==> config.mk <==
export PLATFORM = sky130hd
export DESIGN_NAME = aepc_ctl
export DESIGN_NICKNAME = d
export VERILOG_FILES = /design/src/logic/aepc_pkg.sv /design/src/logic/aepc_i2c_slave.sv /design/src/logic/aepc_ctl.sv
export SDC_FILE = /design/constraint.sdc
export NUM_CORES = 1
export LEC_CHECK = 0
export ABC_AREA = 1
export BUFFER_PORTS_ARGS = -buffer_cell sky130_fd_sc_hd__clkbuf_2
export CELL_PAD_IN_SITES_DETAIL_PLACEMENT = 2
export CELL_PAD_IN_SITES_GLOBAL_PLACEMENT = 2
export CORE_ASPECT_RATIO = 0.9
export CORE_MARGIN = 1
export CORE_UTILIZATION = 35
export CTS_CLUSTER_DIAMETER = 40
export DETAILED_ROUTE_END_ITERATION = 7
export GPL_ROUTABILITY_DRIVEN = 0
export HOLD_SLACK_MARGIN = 0.05
export PLACE_DENSITY = 0.79
export REMOVE_ABC_BUFFERS = 1
export SKIP_LAST_GASP = 1
export SLEW_MARGIN = 0
export SYNTH_ARGS = -nofsm -noshare
export SYNTH_HDL_FRONTEND = slang
export SYNTH_SLANG_ARGS = --single-unit
==> constraint.sdc <==
create_clock -name CLK_IN -period 14.1 [get_ports CLK_IN]
set_input_delay 1.41 -clock CLK_IN [delete_from_list [all_inputs] [get_ports CLK_IN]]
set_output_delay 1.41 -clock CLK_IN [all_outputs]
set_load 0.1 [all_outputs]
==> src/logic/aepc_pkg.sv <==
/*
  constants for the absorb / equalize phase control block: command codes,
  field positions, reset values, charge voltage scaling and timing.
  assumes a 125 MHz system clock and a host on a two-wire register port.
*/
// How it works
// - base code 6 bits, 28.571mV steps, default 21
// - target scaled by cell factor N plus one
// - active code follows base outside absorb and equalize
// - compensation enable bit 1; off means base
// - signed taper threshold ends absorb phase
// - absorb code is base plus absorb adder
// - zero absorb adder skips absorb phase
// - servo target capped at 7.8V per cell
// - absorb compensation -11mV per degree per cell
// - equalize code is base plus equalize adder
// - equalize compensation -11.4mV per degree per cell
// - absorb limit 16-bit seconds, default 5400
// - absorb ends once timer exceeds limit
// - equalize limit 16-bit seconds, default 3600
// - equalize ends once timer reaches limit
// - equalize request self clears; host may cancel
// - phase indicator one-hot, 512 and 1024
package aepc_pkg;

  // command codes
  localparam logic [7:0]  CMD_CONFIG     = 8'h14;
  localparam logic [7:0]  CMD_VCHARGE    = 8'h1B;
  localparam logic [7:0]  CMD_TAPER      = 8'h1C;
  localparam logic [7:0]  CMD_TCOMP      = 8'h29;
  localparam logic [7:0]  CMD_ABS_ADD    = 8'h2A;
  localparam logic [7:0]  CMD_ABS_LIM    = 8'h2B;
  localparam logic [7:0]  CMD_EQ_ADD     = 8'h2C;
  localparam logic [7:0]  CMD_EQ_LIM     = 8'h2D;
  localparam logic [7:0]  CMD_ABS_TMR    = 8'h32;
  localparam logic [7:0]  CMD_EQ_TMR     = 8'h33;
  localparam logic [7:0]  CMD_STATE      = 8'h34;

  // field positions
  localparam int          CFG_EQREQ_BIT  = 0;
  localparam int          CFG_SUSP_BIT   = 5;
  localparam int          TCOMP_EN_BIT   = 1;

  // reset values
  localparam logic [5:0]  RST_VCHARGE    = 6'h15;
  localparam logic [15:0] RST_TAPER      = 16'h0888;
  localparam logic        RST_TCOMP      = 1'b1;
  localparam logic [5:0]  RST_ABS_ADD    = 6'h15;
  localparam logic [15:0] RST_ABS_LIM    = 16'h1518;
  localparam logic [5:0]  RST_EQ_ADD     = 6'h2A;
  localparam logic [15:0] RST_EQ_LIM     = 16'h0E10;
  localparam logic [15:0] TMR_MAX        = 16'hFFFF;
  localparam logic [5:0]  CODE_MAX       = 6'h3F;

  // one-hot phase indicator values
  localparam logic [12:0] ST_SUSPENDED   = 13'h0100;
  localparam logic [12:0] ST_CCCV        = 13'h0040;
  localparam logic [12:0] ST_ABSORB      = 13'h0200;
  localparam logic [12:0] ST_EQUALIZE    = 13'h0400;

  // per-cell voltage scaling in microvolts
  localparam int          FLOOR_UV       = 6000000;
  localparam int          STEP_UV        = 28571;
  localparam int          CAP_UV         = 7800000;
  localparam int          TC_ABS_UV_C    = 11000;
  localparam int          TC_EQ_UV_C     = 11400;
  localparam int          TC_REF_C       = 25;

  // one-second tick
  localparam int          CLK_PERIOD_NS  = 8;
  localparam int          TICK_PERIOD_S  = 1;
  localparam int          TICK_CYCLES    = TICK_PERIOD_S * 1000000000 / CLK_PERIOD_NS;

  typedef enum logic [2:0] {
    AEPC_S_IDLE, AEPC_S_ADDR, AEPC_S_CMD, AEPC_S_WLO, AEPC_S_WHI, AEPC_S_RLO, AEPC_S_RHI
  } aepc_ser_t;

  typedef enum logic [1:0] {
    AEPC_P_SUSP, AEPC_P_CCCV, AEPC_P_ABSORB, AEPC_P_EQUAL
  } aepc_phase_t;

endpackage : aepc_pkg

==> src/logic/aepc_i2c_slave.sv <==
/*
  two-wire register port slave: word write (addr, cmd, low, high) and
  word read (addr, cmd, repeated start, addr, low, high), low byte first.
  assumes a master that obeys standard start, stop and ack timing.
*/
`timescale 1ns/1ns
module aepc_i2c_slave
  import aepc_pkg::*;
#(
  parameter logic [6:0] DEV_ADDR = 7'h68
) (
  input  wire logic        clk_in,
  input  wire logic        resetn_in,
  input  wire logic        scl_in,
  input  wire logic        sda_in,
  input  wire logic [15:0] rd_data_in,
  output logic      [7:0]  cmd_out,
  output logic             wr_stb_out,
  output logic      [15:0] wr_data_out,
  output logic             sda_oe_out,
  output logic             sda_dat_out
);
  logic [2:0] scl_s, sda_s;
  logic       scl_f, sda_f, scl_p, sda_p;
  aepc_ser_t  st;
  logic [3:0] cnt;
  logic [7:0] sh, tx, hi, lo;
  logic       ack_r;
  logic       start, stop, rise, fall;

  // pins settle only once the second and third stage agree
  always_ff @(posedge clk_in) begin
    if (!resetn_in) begin
      scl_s <= 3'h7;
      sda_s <= 3'h7;
      scl_f <= 1'b1;
      sda_f <= 1'b1;
      scl_p <= 1'b1;
      sda_p <= 1'b1;
      sda_dat_out <= 1'b0;
    end else begin
      scl_s <= {scl_s[1:0], scl_in};
      sda_s <= {sda_s[1:0], sda_in};
      if (scl_s[2] == scl_s[1]) scl_f <= scl_s[2];
      if (sda_s[2] == sda_s[1]) sda_f <= sda_s[2];
      scl_p <= scl_f;
      sda_p <= sda_f;
      sda_dat_out <= 1'b0;
    end
  end

  assign start = scl_f & scl_p & sda_p & ~sda_f;
  assign stop  = scl_f & scl_p & ~sda_p & sda_f;
  assign rise  = scl_f & ~scl_p;
  assign fall  = ~scl_f & scl_p;

  always_ff @(posedge clk_in) begin
    if (!resetn_in) begin
      st <= AEPC_S_IDLE;
      cnt <= 4'h0;
      sh <= 8'h00;
      tx <= 8'h00;
      hi <= 8'h00;
      lo <= 8'h00;
      ack_r <= 1'b1;
      cmd_out <= 8'h00;
      wr_stb_out <= 1'b0;
      wr_data_out <= 16'h0000;
      sda_oe_out <= 1'b0;
    end else begin
      wr_stb_out <= 1'b0;
      if (start) begin
        st <= AEPC_S_ADDR;
        cnt <= 4'h0;
        sda_oe_out <= 1'b0;
      end else if (stop) begin
        st <= AEPC_S_IDLE;
        sda_oe_out <= 1'b0;
      end else if (st != AEPC_S_IDLE) begin
        if (rise) begin
          if (cnt < 4'h8) sh <= {sh[6:0], sda_f};
          else ack_r <= sda_f;
          if (cnt < 4'h9) cnt <= cnt + 4'h1;
        end else if (fall && cnt == 4'h8) begin
          case (st)
            AEPC_S_ADDR: begin
              if (sh[7:1] == DEV_ADDR) sda_oe_out <= 1'b1;
              else st <= AEPC_S_IDLE;
            end
            AEPC_S_CMD, AEPC_S_WLO, AEPC_S_WHI: sda_oe_out <= 1'b1;
            default: sda_oe_out <= 1'b0;
          endcase
        end else if (fall && cnt == 4'h9) begin
          cnt <= 4'h0;
          sda_oe_out <= 1'b0;
          case (st)
            AEPC_S_ADDR: begin
              if (sh[0]) begin
                // whole word captured now so both bytes are coherent
                tx <= rd_data_in[7:0];
                hi <= rd_data_in[15:8];
                sda_oe_out <= ~rd_data_in[7];
                st <= AEPC_S_RLO;
              end else begin
                st <= AEPC_S_CMD;
              end
            end
            AEPC_S_CMD: begin
              cmd_out <= sh;
              st <= AEPC_S_WLO;
            end
            AEPC_S_WLO: begin
              lo <= sh;
              st <= AEPC_S_WHI;
            end
            AEPC_S_WHI: begin
              wr_stb_out <= 1'b1;
              wr_data_out <= {sh, lo};
              st <= AEPC_S_IDLE;
            end
            AEPC_S_RLO: begin
              if (!ack_r) begin
                tx <= hi;
                sda_oe_out <= ~hi[7];
                st <= AEPC_S_RHI;
              end else begin
                st <= AEPC_S_IDLE;
              end
            end
            default: st <= AEPC_S_IDLE;
          endcase
        end else if (fall && cnt != 4'h0 && (st == AEPC_S_RLO || st == AEPC_S_RHI)) begin
          tx <= {tx[6:0], 1'b0};
          sda_oe_out <= ~tx[6];
        end
      end
    end
  end

endmodule : aepc_i2c_slave

==> src/logic/aepc_ctl.sv <==
/*
  absorb / equalize phase control: setpoint registers, servo code with cap
  and temperature compensation, one-second phase timers, phase sequencing.
  assumes ibat, temperature and the cv-reached flag come from logic on the
  same clock; the cell factor input is static while charging.
*/
`timescale 1ns/1ns
module aepc_ctl
  import aepc_pkg::*;
#(
  parameter int         TICK_CNT = TICK_CYCLES,
  parameter logic [6:0] DEV_ADDR = 7'h68
) (
  input  wire logic               CLK_IN,
  input  wire logic               RESETN_IN,
  input  wire logic               SCL_IN,
  input  wire logic               SDA_IN,
  output logic                    SDA_OUT,
  output logic                    SDA_OE_OUT,
  input  wire logic        [1:0]  CELL_FACTOR_IN,
  input  wire logic signed [15:0] IBAT_IN,
  input  wire logic signed [7:0]  BAT_TEMP_C_IN,
  input  wire logic               CV_REACHED_IN,
  output logic             [5:0]  SERVO_CODE_OUT,
  output logic             [25:0] VTARGET_UV_OUT,
  output logic             [12:0] CHARGER_STATE_OUT,
  output logic                    EQUALIZE_REQ_OUT
);
  logic [5:0]  vcharge_r, abs_add_r, eq_add_r;
  logic [15:0] taper_r, abs_lim_r, eq_lim_r, abs_tmr_r, eq_tmr_r;
  logic        tcomp_r, susp_r, eqreq_r, absorbed_r;
  logic [7:0]  cmd;
  logic        wr_stb;
  logic [15:0] wr_data, rd_data;
  aepc_phase_t ph_r, ph_nxt;
  logic [31:0] tick_cnt_r;
  logic        tick_r;
  logic [6:0]  sum_abs, sum_eq;
  logic [5:0]  code_nxt;
  logic        taper_hit, abs_done, eq_done;
  logic signed [31:0] cell_uv, comp, slope;

  aepc_i2c_slave #(
    .DEV_ADDR    (DEV_ADDR)
  ) u_port (
    .clk_in      (CLK_IN),
    .resetn_in   (RESETN_IN),
    .scl_in      (SCL_IN),
    .sda_in      (SDA_IN),
    .rd_data_in  (rd_data),
    .cmd_out     (cmd),
    .wr_stb_out  (wr_stb),
    .wr_data_out (wr_data),
    .sda_oe_out  (SDA_OE_OUT),
    .sda_dat_out (SDA_OUT)
  );

  // setpoint registers
  always_ff @(posedge CLK_IN) begin
    if (!RESETN_IN) begin
      vcharge_r <= RST_VCHARGE;
      taper_r   <= RST_TAPER;
      tcomp_r   <= RST_TCOMP;
      abs_add_r <= RST_ABS_ADD;
      abs_lim_r <= RST_ABS_LIM;
      eq_add_r  <= RST_EQ_ADD;
      eq_lim_r  <= RST_EQ_LIM;
      susp_r    <= 1'b0;
    end else if (wr_stb) begin
      case (cmd)
        CMD_VCHARGE: vcharge_r <= wr_data[5:0];
        CMD_TAPER:   taper_r   <= wr_data;
        CMD_TCOMP:   tcomp_r   <= wr_data[TCOMP_EN_BIT];
        CMD_ABS_ADD: abs_add_r <= wr_data[5:0];
        CMD_ABS_LIM: abs_lim_r <= wr_data;
        CMD_EQ_ADD:  eq_add_r  <= wr_data[5:0];
        CMD_EQ_LIM:  eq_lim_r  <= wr_data;
        CMD_CONFIG:  susp_r    <= wr_data[CFG_SUSP_BIT];
        default:     susp_r    <= susp_r;
      endcase
    end
  end

  // request self clear
  // a host write in the same cycle as the hardware clear is tested first, so it wins
  // keyed to the suspend bit, not the phase: a request written with the resume must survive
  always_ff @(posedge CLK_IN) begin
    if (!RESETN_IN) begin
      eqreq_r <= 1'b0;
    end else if (wr_stb && cmd == CMD_CONFIG) begin
      eqreq_r <= wr_data[CFG_EQREQ_BIT];
    end else if (susp_r || (ph_r == AEPC_P_EQUAL && eq_done)) begin
      eqreq_r <= 1'b0;
    end
  end

  // unmapped codes read as zero
  always_comb begin
    case (cmd)
      CMD_CONFIG:  rd_data = {10'h000, susp_r, 4'h0, eqreq_r};
      CMD_VCHARGE: rd_data = {10'h000, vcharge_r};
      CMD_TAPER:   rd_data = taper_r;
      CMD_TCOMP:   rd_data = {14'h0000, tcomp_r, 1'b0};
      CMD_ABS_ADD: rd_data = {10'h000, abs_add_r};
      CMD_ABS_LIM: rd_data = abs_lim_r;
      CMD_EQ_ADD:  rd_data = {10'h000, eq_add_r};
      CMD_EQ_LIM:  rd_data = eq_lim_r;
      CMD_ABS_TMR: rd_data = abs_tmr_r;
      CMD_EQ_TMR:  rd_data = eq_tmr_r;
      CMD_STATE:   rd_data = {3'h0, CHARGER_STATE_OUT};
      default:     rd_data = 16'h0000;
    endcase
  end

  always_ff @(posedge CLK_IN) begin
    if (!RESETN_IN) begin
      tick_cnt_r <= 32'h00000000;
      tick_r <= 1'b0;
    end else if (tick_cnt_r == 32'(TICK_CNT - 1)) begin
      tick_cnt_r <= 32'h00000000;
      tick_r <= 1'b1;
    end else begin
      tick_cnt_r <= tick_cnt_r + 32'h00000001;
      tick_r <= 1'b0;
    end
  end

  assign taper_hit = IBAT_IN < $signed(taper_r);
  assign abs_done  = abs_tmr_r > abs_lim_r;
  assign eq_done   = eq_tmr_r >= eq_lim_r;

  always_comb begin
    ph_nxt = ph_r;
    case (ph_r)
      AEPC_P_SUSP: if (!susp_r) ph_nxt = AEPC_P_CCCV;
      AEPC_P_CCCV: begin
        if (susp_r) begin
          ph_nxt = AEPC_P_SUSP;
        end else if (CV_REACHED_IN && !absorbed_r) begin
          if (abs_add_r != 6'h00) ph_nxt = AEPC_P_ABSORB;
          else if (eqreq_r) ph_nxt = AEPC_P_EQUAL;
        end
      end
      AEPC_P_ABSORB: begin
        if (susp_r) ph_nxt = AEPC_P_SUSP;
        else if (abs_done || taper_hit) ph_nxt = eqreq_r ? AEPC_P_EQUAL : AEPC_P_CCCV;
      end
      AEPC_P_EQUAL: begin
        if (susp_r) ph_nxt = AEPC_P_SUSP;
        else if (eq_done || !eqreq_r) ph_nxt = AEPC_P_CCCV;
      end
      default: ph_nxt = AEPC_P_CCCV;
    endcase
  end

  // absorbed_r keeps a finished cycle from re-entering absorb until suspension
  always_ff @(posedge CLK_IN) begin
    if (!RESETN_IN) begin
      ph_r <= AEPC_P_CCCV;
      absorbed_r <= 1'b0;
    end else begin
      ph_r <= ph_nxt;
      if (ph_r == AEPC_P_SUSP) absorbed_r <= 1'b0;
      else if (ph_r != ph_nxt && ph_nxt != AEPC_P_SUSP && ph_r != AEPC_P_CCCV) absorbed_r <= 1'b1;
      else if (ph_r == AEPC_P_CCCV && ph_nxt == AEPC_P_EQUAL) absorbed_r <= 1'b1;
    end
  end

  // timers clear on entry, hold after
  always_ff @(posedge CLK_IN) begin
    if (!RESETN_IN) begin
      abs_tmr_r <= 16'h0000;
      eq_tmr_r <= 16'h0000;
    end else begin
      if (ph_nxt == AEPC_P_ABSORB && ph_r != AEPC_P_ABSORB) abs_tmr_r <= 16'h0000;
      else if (ph_r == AEPC_P_ABSORB && tick_r && abs_tmr_r != TMR_MAX)
        abs_tmr_r <= abs_tmr_r + 16'h0001;
      if (ph_nxt == AEPC_P_EQUAL && ph_r != AEPC_P_EQUAL) eq_tmr_r <= 16'h0000;
      else if (ph_r == AEPC_P_EQUAL && tick_r && eq_tmr_r != TMR_MAX)
        eq_tmr_r <= eq_tmr_r + 16'h0001;
    end
  end

  assign sum_abs = {1'b0, vcharge_r} + {1'b0, abs_add_r};
  assign sum_eq  = {1'b0, vcharge_r} + {1'b0, eq_add_r};

  always_comb begin
    case (ph_r)
      AEPC_P_ABSORB: code_nxt = sum_abs[6] ? CODE_MAX : sum_abs[5:0];
      AEPC_P_EQUAL:  code_nxt = sum_eq[6] ? CODE_MAX : sum_eq[5:0];
      default:       code_nxt = vcharge_r;
    endcase
  end

  // phase slopes; the normal phase reuses the absorb slope
  always_comb begin
    slope = (ph_r == AEPC_P_EQUAL) ? TC_EQ_UV_C : TC_ABS_UV_C;
    comp = tcomp_r ? slope * (32'(BAT_TEMP_C_IN) - TC_REF_C) : 0;
    cell_uv = FLOOR_UV + $signed({26'h0, SERVO_CODE_OUT}) * STEP_UV - comp;
    // cold compensation may not lift past the cap
    if (cell_uv > CAP_UV) cell_uv = CAP_UV;
    else if (cell_uv < 0) cell_uv = 0;
  end

  always_ff @(posedge CLK_IN) begin
    if (!RESETN_IN) begin
      SERVO_CODE_OUT <= RST_VCHARGE;
      VTARGET_UV_OUT <= 26'h0000000;
    end else begin
      SERVO_CODE_OUT <= code_nxt;
      VTARGET_UV_OUT <= 26'(cell_uv * (32'(CELL_FACTOR_IN) + 1));
    end
  end

  always_ff @(posedge CLK_IN) begin
    if (!RESETN_IN) begin
      CHARGER_STATE_OUT <= ST_CCCV;
      EQUALIZE_REQ_OUT <= 1'b0;
    end else begin
      EQUALIZE_REQ_OUT <= eqreq_r;
      case (ph_nxt)
        AEPC_P_SUSP:   CHARGER_STATE_OUT <= ST_SUSPENDED;
        AEPC_P_ABSORB: CHARGER_STATE_OUT <= ST_ABSORB;
        AEPC_P_EQUAL:  CHARGER_STATE_OUT <= ST_EQUALIZE;
        default:       CHARGER_STATE_OUT <= ST_CCCV;
      endcase
    end
  end

  property p_base_track;
    @(posedge CLK_IN) disable iff (!RESETN_IN)
    ph_r == AEPC_P_CCCV |=> SERVO_CODE_OUT == $past(vcharge_r);
  endproperty
  a_base_track: assert property (p_base_track) else $error("code not base");

  property p_absorb_sum;
    @(posedge CLK_IN) disable iff (!RESETN_IN)
    ph_r == AEPC_P_ABSORB && !sum_abs[6] |=> SERVO_CODE_OUT == $past(sum_abs[5:0]);
  endproperty
  a_absorb_sum: assert property (p_absorb_sum) else $error("absorb sum wrong");

  property p_cap;
    @(posedge CLK_IN) disable iff (!RESETN_IN)
    ##1 VTARGET_UV_OUT <= 26'(CAP_UV * (32'($past(CELL_FACTOR_IN)) + 1));
  endproperty
  a_cap: assert property (p_cap) else $error("target above cap");

  property p_skip;
    @(posedge CLK_IN) disable iff (!RESETN_IN)
    ph_r == AEPC_P_CCCV && abs_add_r == 6'h00 |=> ph_r != AEPC_P_ABSORB;
  endproperty
  a_skip: assert property (p_skip) else $error("absorb not skipped");

  property p_abs_end;
    @(posedge CLK_IN) disable iff (!RESETN_IN)
    ph_r == AEPC_P_ABSORB && (abs_tmr_r > abs_lim_r || IBAT_IN < $signed(taper_r))
      |=> ph_r != AEPC_P_ABSORB;
  endproperty
  a_abs_end: assert property (p_abs_end) else $error("absorb overran");

  property p_eq_end;
    @(posedge CLK_IN) disable iff (!RESETN_IN)
    ph_r == AEPC_P_EQUAL && eq_tmr_r >= eq_lim_r && !wr_stb
      |=> !eqreq_r && ph_r != AEPC_P_EQUAL;
  endproperty
  a_eq_end: assert property (p_eq_end) else $error("equalize overran");

  property p_onehot;
    @(posedge CLK_IN) disable iff (!RESETN_IN)
    $onehot(CHARGER_STATE_OUT);
  endproperty
  a_onehot: assert property (p_onehot) else $error("state not one-hot");

  property p_tmr_hold;
    @(posedge CLK_IN) disable iff (!RESETN_IN)
    ph_r != AEPC_P_ABSORB && ph_nxt != AEPC_P_ABSORB |=> $stable(abs_tmr_r);
  endproperty
  a_tmr_hold: assert property (p_tmr_hold) else $error("timer moved");

  property p_tcomp_off;
    @(posedge CLK_IN) disable iff (!RESETN_IN)
    !tcomp_r |=> VTARGET_UV_OUT == 26'((FLOOR_UV + 32'($past(SERVO_CODE_OUT)) * STEP_UV)
                                       * (32'($past(CELL_FACTOR_IN)) + 1));
  endproperty
  a_tcomp_off: assert property (p_tcomp_off) else $error("comp applied");

  property p_eq_sum;
    @(posedge CLK_IN) disable iff (!RESETN_IN)
    ph_r == AEPC_P_EQUAL && !sum_eq[6] |=> SERVO_CODE_OUT == $past(sum_eq[5:0]);
  endproperty
  a_eq_sum: assert property (p_eq_sum) else $error("equalize sum wrong");

  property p_code_sat;
    @(posedge CLK_IN) disable iff (!RESETN_IN)
    (ph_r == AEPC_P_ABSORB && sum_abs[6]) || (ph_r == AEPC_P_EQUAL && sum_eq[6])
      |=> SERVO_CODE_OUT == CODE_MAX;
  endproperty
  a_code_sat: assert property (p_code_sat) else $error("code not saturated");

  property p_susp_clear;
    @(posedge CLK_IN) disable iff (!RESETN_IN)
    susp_r && !(wr_stb && cmd == CMD_CONFIG) |=> !eqreq_r;
  endproperty
  a_susp_clear: assert property (p_susp_clear) else $error("request kept in suspend");

  property p_state_map;
    @(posedge CLK_IN) disable iff (!RESETN_IN)
    (ph_r == AEPC_P_ABSORB) == (CHARGER_STATE_OUT == ST_ABSORB)
      && (ph_r == AEPC_P_EQUAL) == (CHARGER_STATE_OUT == ST_EQUALIZE);
  endproperty
  a_state_map: assert property (p_state_map) else $error("phase report wrong");

  property p_abs_entry;
    @(posedge CLK_IN) disable iff (!RESETN_IN)
    ph_r != AEPC_P_ABSORB && ph_nxt == AEPC_P_ABSORB |=> abs_tmr_r == 16'h0000;
  endproperty
  a_abs_entry: assert property (p_abs_entry) else $error("absorb timer not cleared");

  property p_eq_entry;
    @(posedge CLK_IN) disable iff (!RESETN_IN)
    ph_r != AEPC_P_EQUAL && ph_nxt == AEPC_P_EQUAL |=> eq_tmr_r == 16'h0000;
  endproperty
  a_eq_entry: assert property (p_eq_entry) else $error("equalize timer not cleared");

  property p_eq_count;
    @(posedge CLK_IN) disable iff (!RESETN_IN)
    ph_r == AEPC_P_EQUAL && tick_r && eq_tmr_r != TMR_MAX
      |=> eq_tmr_r == $past(eq_tmr_r) + 16'h0001;
  endproperty
  a_eq_count: assert property (p_eq_count) else $error("equalize timer missed tick");

endmodule : aepc_ctl

==> results.txt <==
----------------------------------------------------
[Die]
  Initial Utilization ... 0.357
  Horizontal die dimension ... 261 um
  Core region area ... 59000 um^2
  Die Span Y ... 235 um
  Std cell rows ... 84
  Die outline area ... 61200 um^2
  Boundary Pins ... 79

[Route]
  Detailed Route Iter0 Violations ... 835
  Wirelength, routed ... 77600 um
  Post-detailed-route via-to-cell ratio ... 5.30
  Average wire per standard cell ... 20.0 um
  Routed vias ... 20600
  Post-detailed-route DRC marker count ... 12
  Detailed-routing iteration count for the pre-antenna-repair pass ... 7
  Remaining antenna violation count ... 0

[Timing]
  Max Slew Vio Count ... 0
  Total negative slack for setup checks ... 0 ns
  Number of setup violations in the final report ... 0
  Time the worst path needs with I/O delays and setup ... 12.60 ns
  Max-slew headroom at the worst pin ... 0.177
  Final Hold Violating Endpoints ... 0
  Setup repair after global routing missed its margin ... no
  Final Skew ... 0.0235 ns
  Fin crit share ... 0.894
  Least-Margin Pin Slew ... 1.23 ns
  Max Clock Freq ... 79.3 MHz

[Logic synthesis]
  Fraction of registers with async set or reset after synthesis ... 0
  Avg Cell Area, Syn ... 7.01 um^2
  Syn Std Cell Area ... 21100 um^2
  Synth Warn # ... 0
  Number of register bits inferred by synthesis ... 249
  Ys flop type ... dfxtp_1
  Register area share after synthesis ... 0.237
  Number of instances in the synthesized netlist ... 3007
  Synth cell types ... 55
  Number of synthesized flops with an enable pin ... 0

[Critical path]
  Biggest cell delay along the critical path ... 0.60 ns
  Most frequent cell on the critical path ... nand2_1
  Critical path launch point type ... primary input
  Cell with the biggest individual delay on the critical path ... fa_1
  Endpoint class of the critical path ... register
  Worst Path Max Fanout ... 36
  Category of the critical setup timing path ... in -> reg
  Critical Path RT ... 14.61 ns
  Register-to-Register Setup Slack ... 2.34 ns
  CP arrival ... 13.11 ns

[Clocking]
  Number of CTS-inserted buffers ... 52
  CTS tree ... done
  Post-cts hold buffer count ... 0
  Post-cts gate resize count ... 0
  Total clock sinks ... 249
  CTS clk-pin slew, worst paths ... 0.05 ns
  Total number of H-tree levels ... 2
  CTS root buf ... clkbuf_16
  Deepest clock path buffer count ... 3
  Latest clock arrival within the worst-skew pair ... 0.59 ns
  Post-CTS setup repair buffer count ... 0

[GRT]
  Largest net degree at the start of global routing ... 77
  Overall overflow remaining after global route ... 0
  Vias in the first global route ... 23300
  Antenna violations before repair ... 2
  GRT Resource Usage Total ... 0.257
  Global-route wire length before repair ... 126000 um

[Placement]
  HPWL reported at the end of detailed placement ... 61700 um
  Number of buffers added on ports ... 68
  Total cell area at the placement stage ... 22100 um^2

[Status]
  Violations in the final reports ... design-rule violations
  Result of the run ... complete, but fails checks

[Final layout]
  Fin nets ... 3426
  Finished layout cell area ... 23900 um^2
  Growth of design area from synthesis to finish ... 13.6%
  Number of inserted filler cells in the final layout ... 7041
  Layout cell share with drive strength beyond 1 ... 0.0670

[Run]
  Number of maximum-capacitance violations ... 0

[Worst hold path]
  Kind of path behind the tightest hold check ... reg -> reg

----------------------------------------------------
kinds of logic (layout without fill, tap and decap cells):
| kind of cell | after synthesis | after routing | share of synthesized area |
|---|---|---|---|
| AND/OR/NAND/NOR | 1100 | 1100 | 0.229 |
| buffers and inverters | 652 | 739 | 0.120 |
| AO/OA/AOI/OAI | 606 | 606 | 0.156 |
| adder cells (fa/ha/maj) | 330 | 330 | 0.230 |
| flip-flops | 249 | 249 | 0.237 |
| XOR/XNOR | 67 | 67 | 0.0279 |
| other | 2 | 15 | 0.000356 |
| multiplexers | 1 | 1 | 0.000475 |
critical path: cells and delay by family:
family | cells | cell delay (ns)
buf+inv | 9 | 0.78
simple gates | 27 | 4.16
compound gates | 12 | 2.64
fa+ha+maj | 10 | 4.09
metal layers:
layer,track usage,share of wire,vias to the layer above
li1,-,-,9911
met1,0.321,0.45,10300
met2,0.468,0.50,247
met3,0.0260,0.025,102
met4,0.0650,0.023,0
met5,0,0,-
synthesized netlist by cell type (2+ instances only):
library cell,n,area (um^2)
buf_6,4,45.0
o21ai_0,203,1020
o21a_1,16,120
nand2_1,535,2010
o211ai_1,4,30.0
ha_1,235,2940
nand4_1,91,569
fa_1,95,1900
nor3_1,45,225
nand3_2,3,30.0
a211oi_1,3,22.5
xor2_1,49,429
o221ai_1,10,87.6
buf_1,3,11.3
inv_1,569,2140
nand3_1,124,621
nand2_2,5,31.3
nor2_1,228,856
o22ai_1,21,131
o2111ai_1,2,17.5
xnor2_1,18,158
dfxtp_1,249,4980
a21oi_2,2,17.5
clkbuf_1,56,210
nand3b_1,6,45.0
o31ai_1,5,37.5
a31oi_1,6,37.5
a21boi_0,2,15.0
nor3b_1,11,82.6
buf_2,6,30.0
o21bai_1,11,82.6
a21o_1,12,90.1
or2_2,17,106
buf_4,12,90.1
a21oi_1,302,1510
nor4_1,20,125
nor2_2,8,50.1
conb_1,2,7.51
cell type report:
class,count,area (um^2),area share
sequential,249,4980,0.208
clock buffer,59,1390,0.0581
timing repair buffer,73,380,0.0159
multi-input combinational,2118,13600,0.568
tap,774,968,0.0405
inverter,571,2140,0.0896
antenna,1,2.50,0.000105
clock inverter,36,459,0.0192
flip-flops by register name, summed over array words and instances, names as in the netlist, 4 cells and up:
name and cells:
u_port.hi 8, eq_tmr_r 16, u_port.sh 8, abs_tmr_r 16, abs_add_r 6, vcharge_r 6
u_port.tx 7, CHARGER_STATE_OUT 4, abs_lim_r 16, taper_r 16, u_port.cmd_out 8, u_port.wr_data_out 16
u_port.lo 8, VTARGET_UV_OUT 26, eq_lim_r 16, tick_cnt_r 32, u_port.cnt 4, eq_add_r 6
SERVO_CODE_OUT 6
layout by cell type (no fill, tap or decap), drive strengths merged, types with 21 or more instances in the layout:
master / n
nand2: 541
dfxtp: 249
nand4: 92
xor2: 49
o22ai: 21
nor3: 46
nor2: 237
ha: 235
o21ai: 203
a21oi: 304
clkbuf: 126
fa: 95
inv: 582
nand3: 127
through the flow:
step / utilization / worst slack [ns] / std cells / hold slack (ns)
final: 0.406 / 1.50 / 3881 / 0.421
after floorplan: - / 3.34 / 2938 / 0.393
after CTS: 0.406 / 1.57 / 3880 / 0.435
after detailed placement: 0.374 / 1.18 / 3785 / 0.425
after global routing: 0.406 / 0.609 / 3880 / 0.448
after global placement: 0.374 / 1.74 / 3785 / 0.424
final timing paths:
kind                                        from                  to  depth (start not counted)
worst max-delay path            BAT_TEMP_C_IN[0]  VTARGET_UV_OUT[21]                         58
worst min-delay path             u_port.scl_s[0]     u_port.scl_s[1]                          1
worst min register to register   u_port.scl_s[0]     u_port.scl_s[1]                          1
worst max register to register           ph_r[1]  VTARGET_UV_OUT[21]                         50
Power is left out: the tool's default activity adds up to more than one toggle a clock period on the data nets, which glitch-free logic cannot reach.
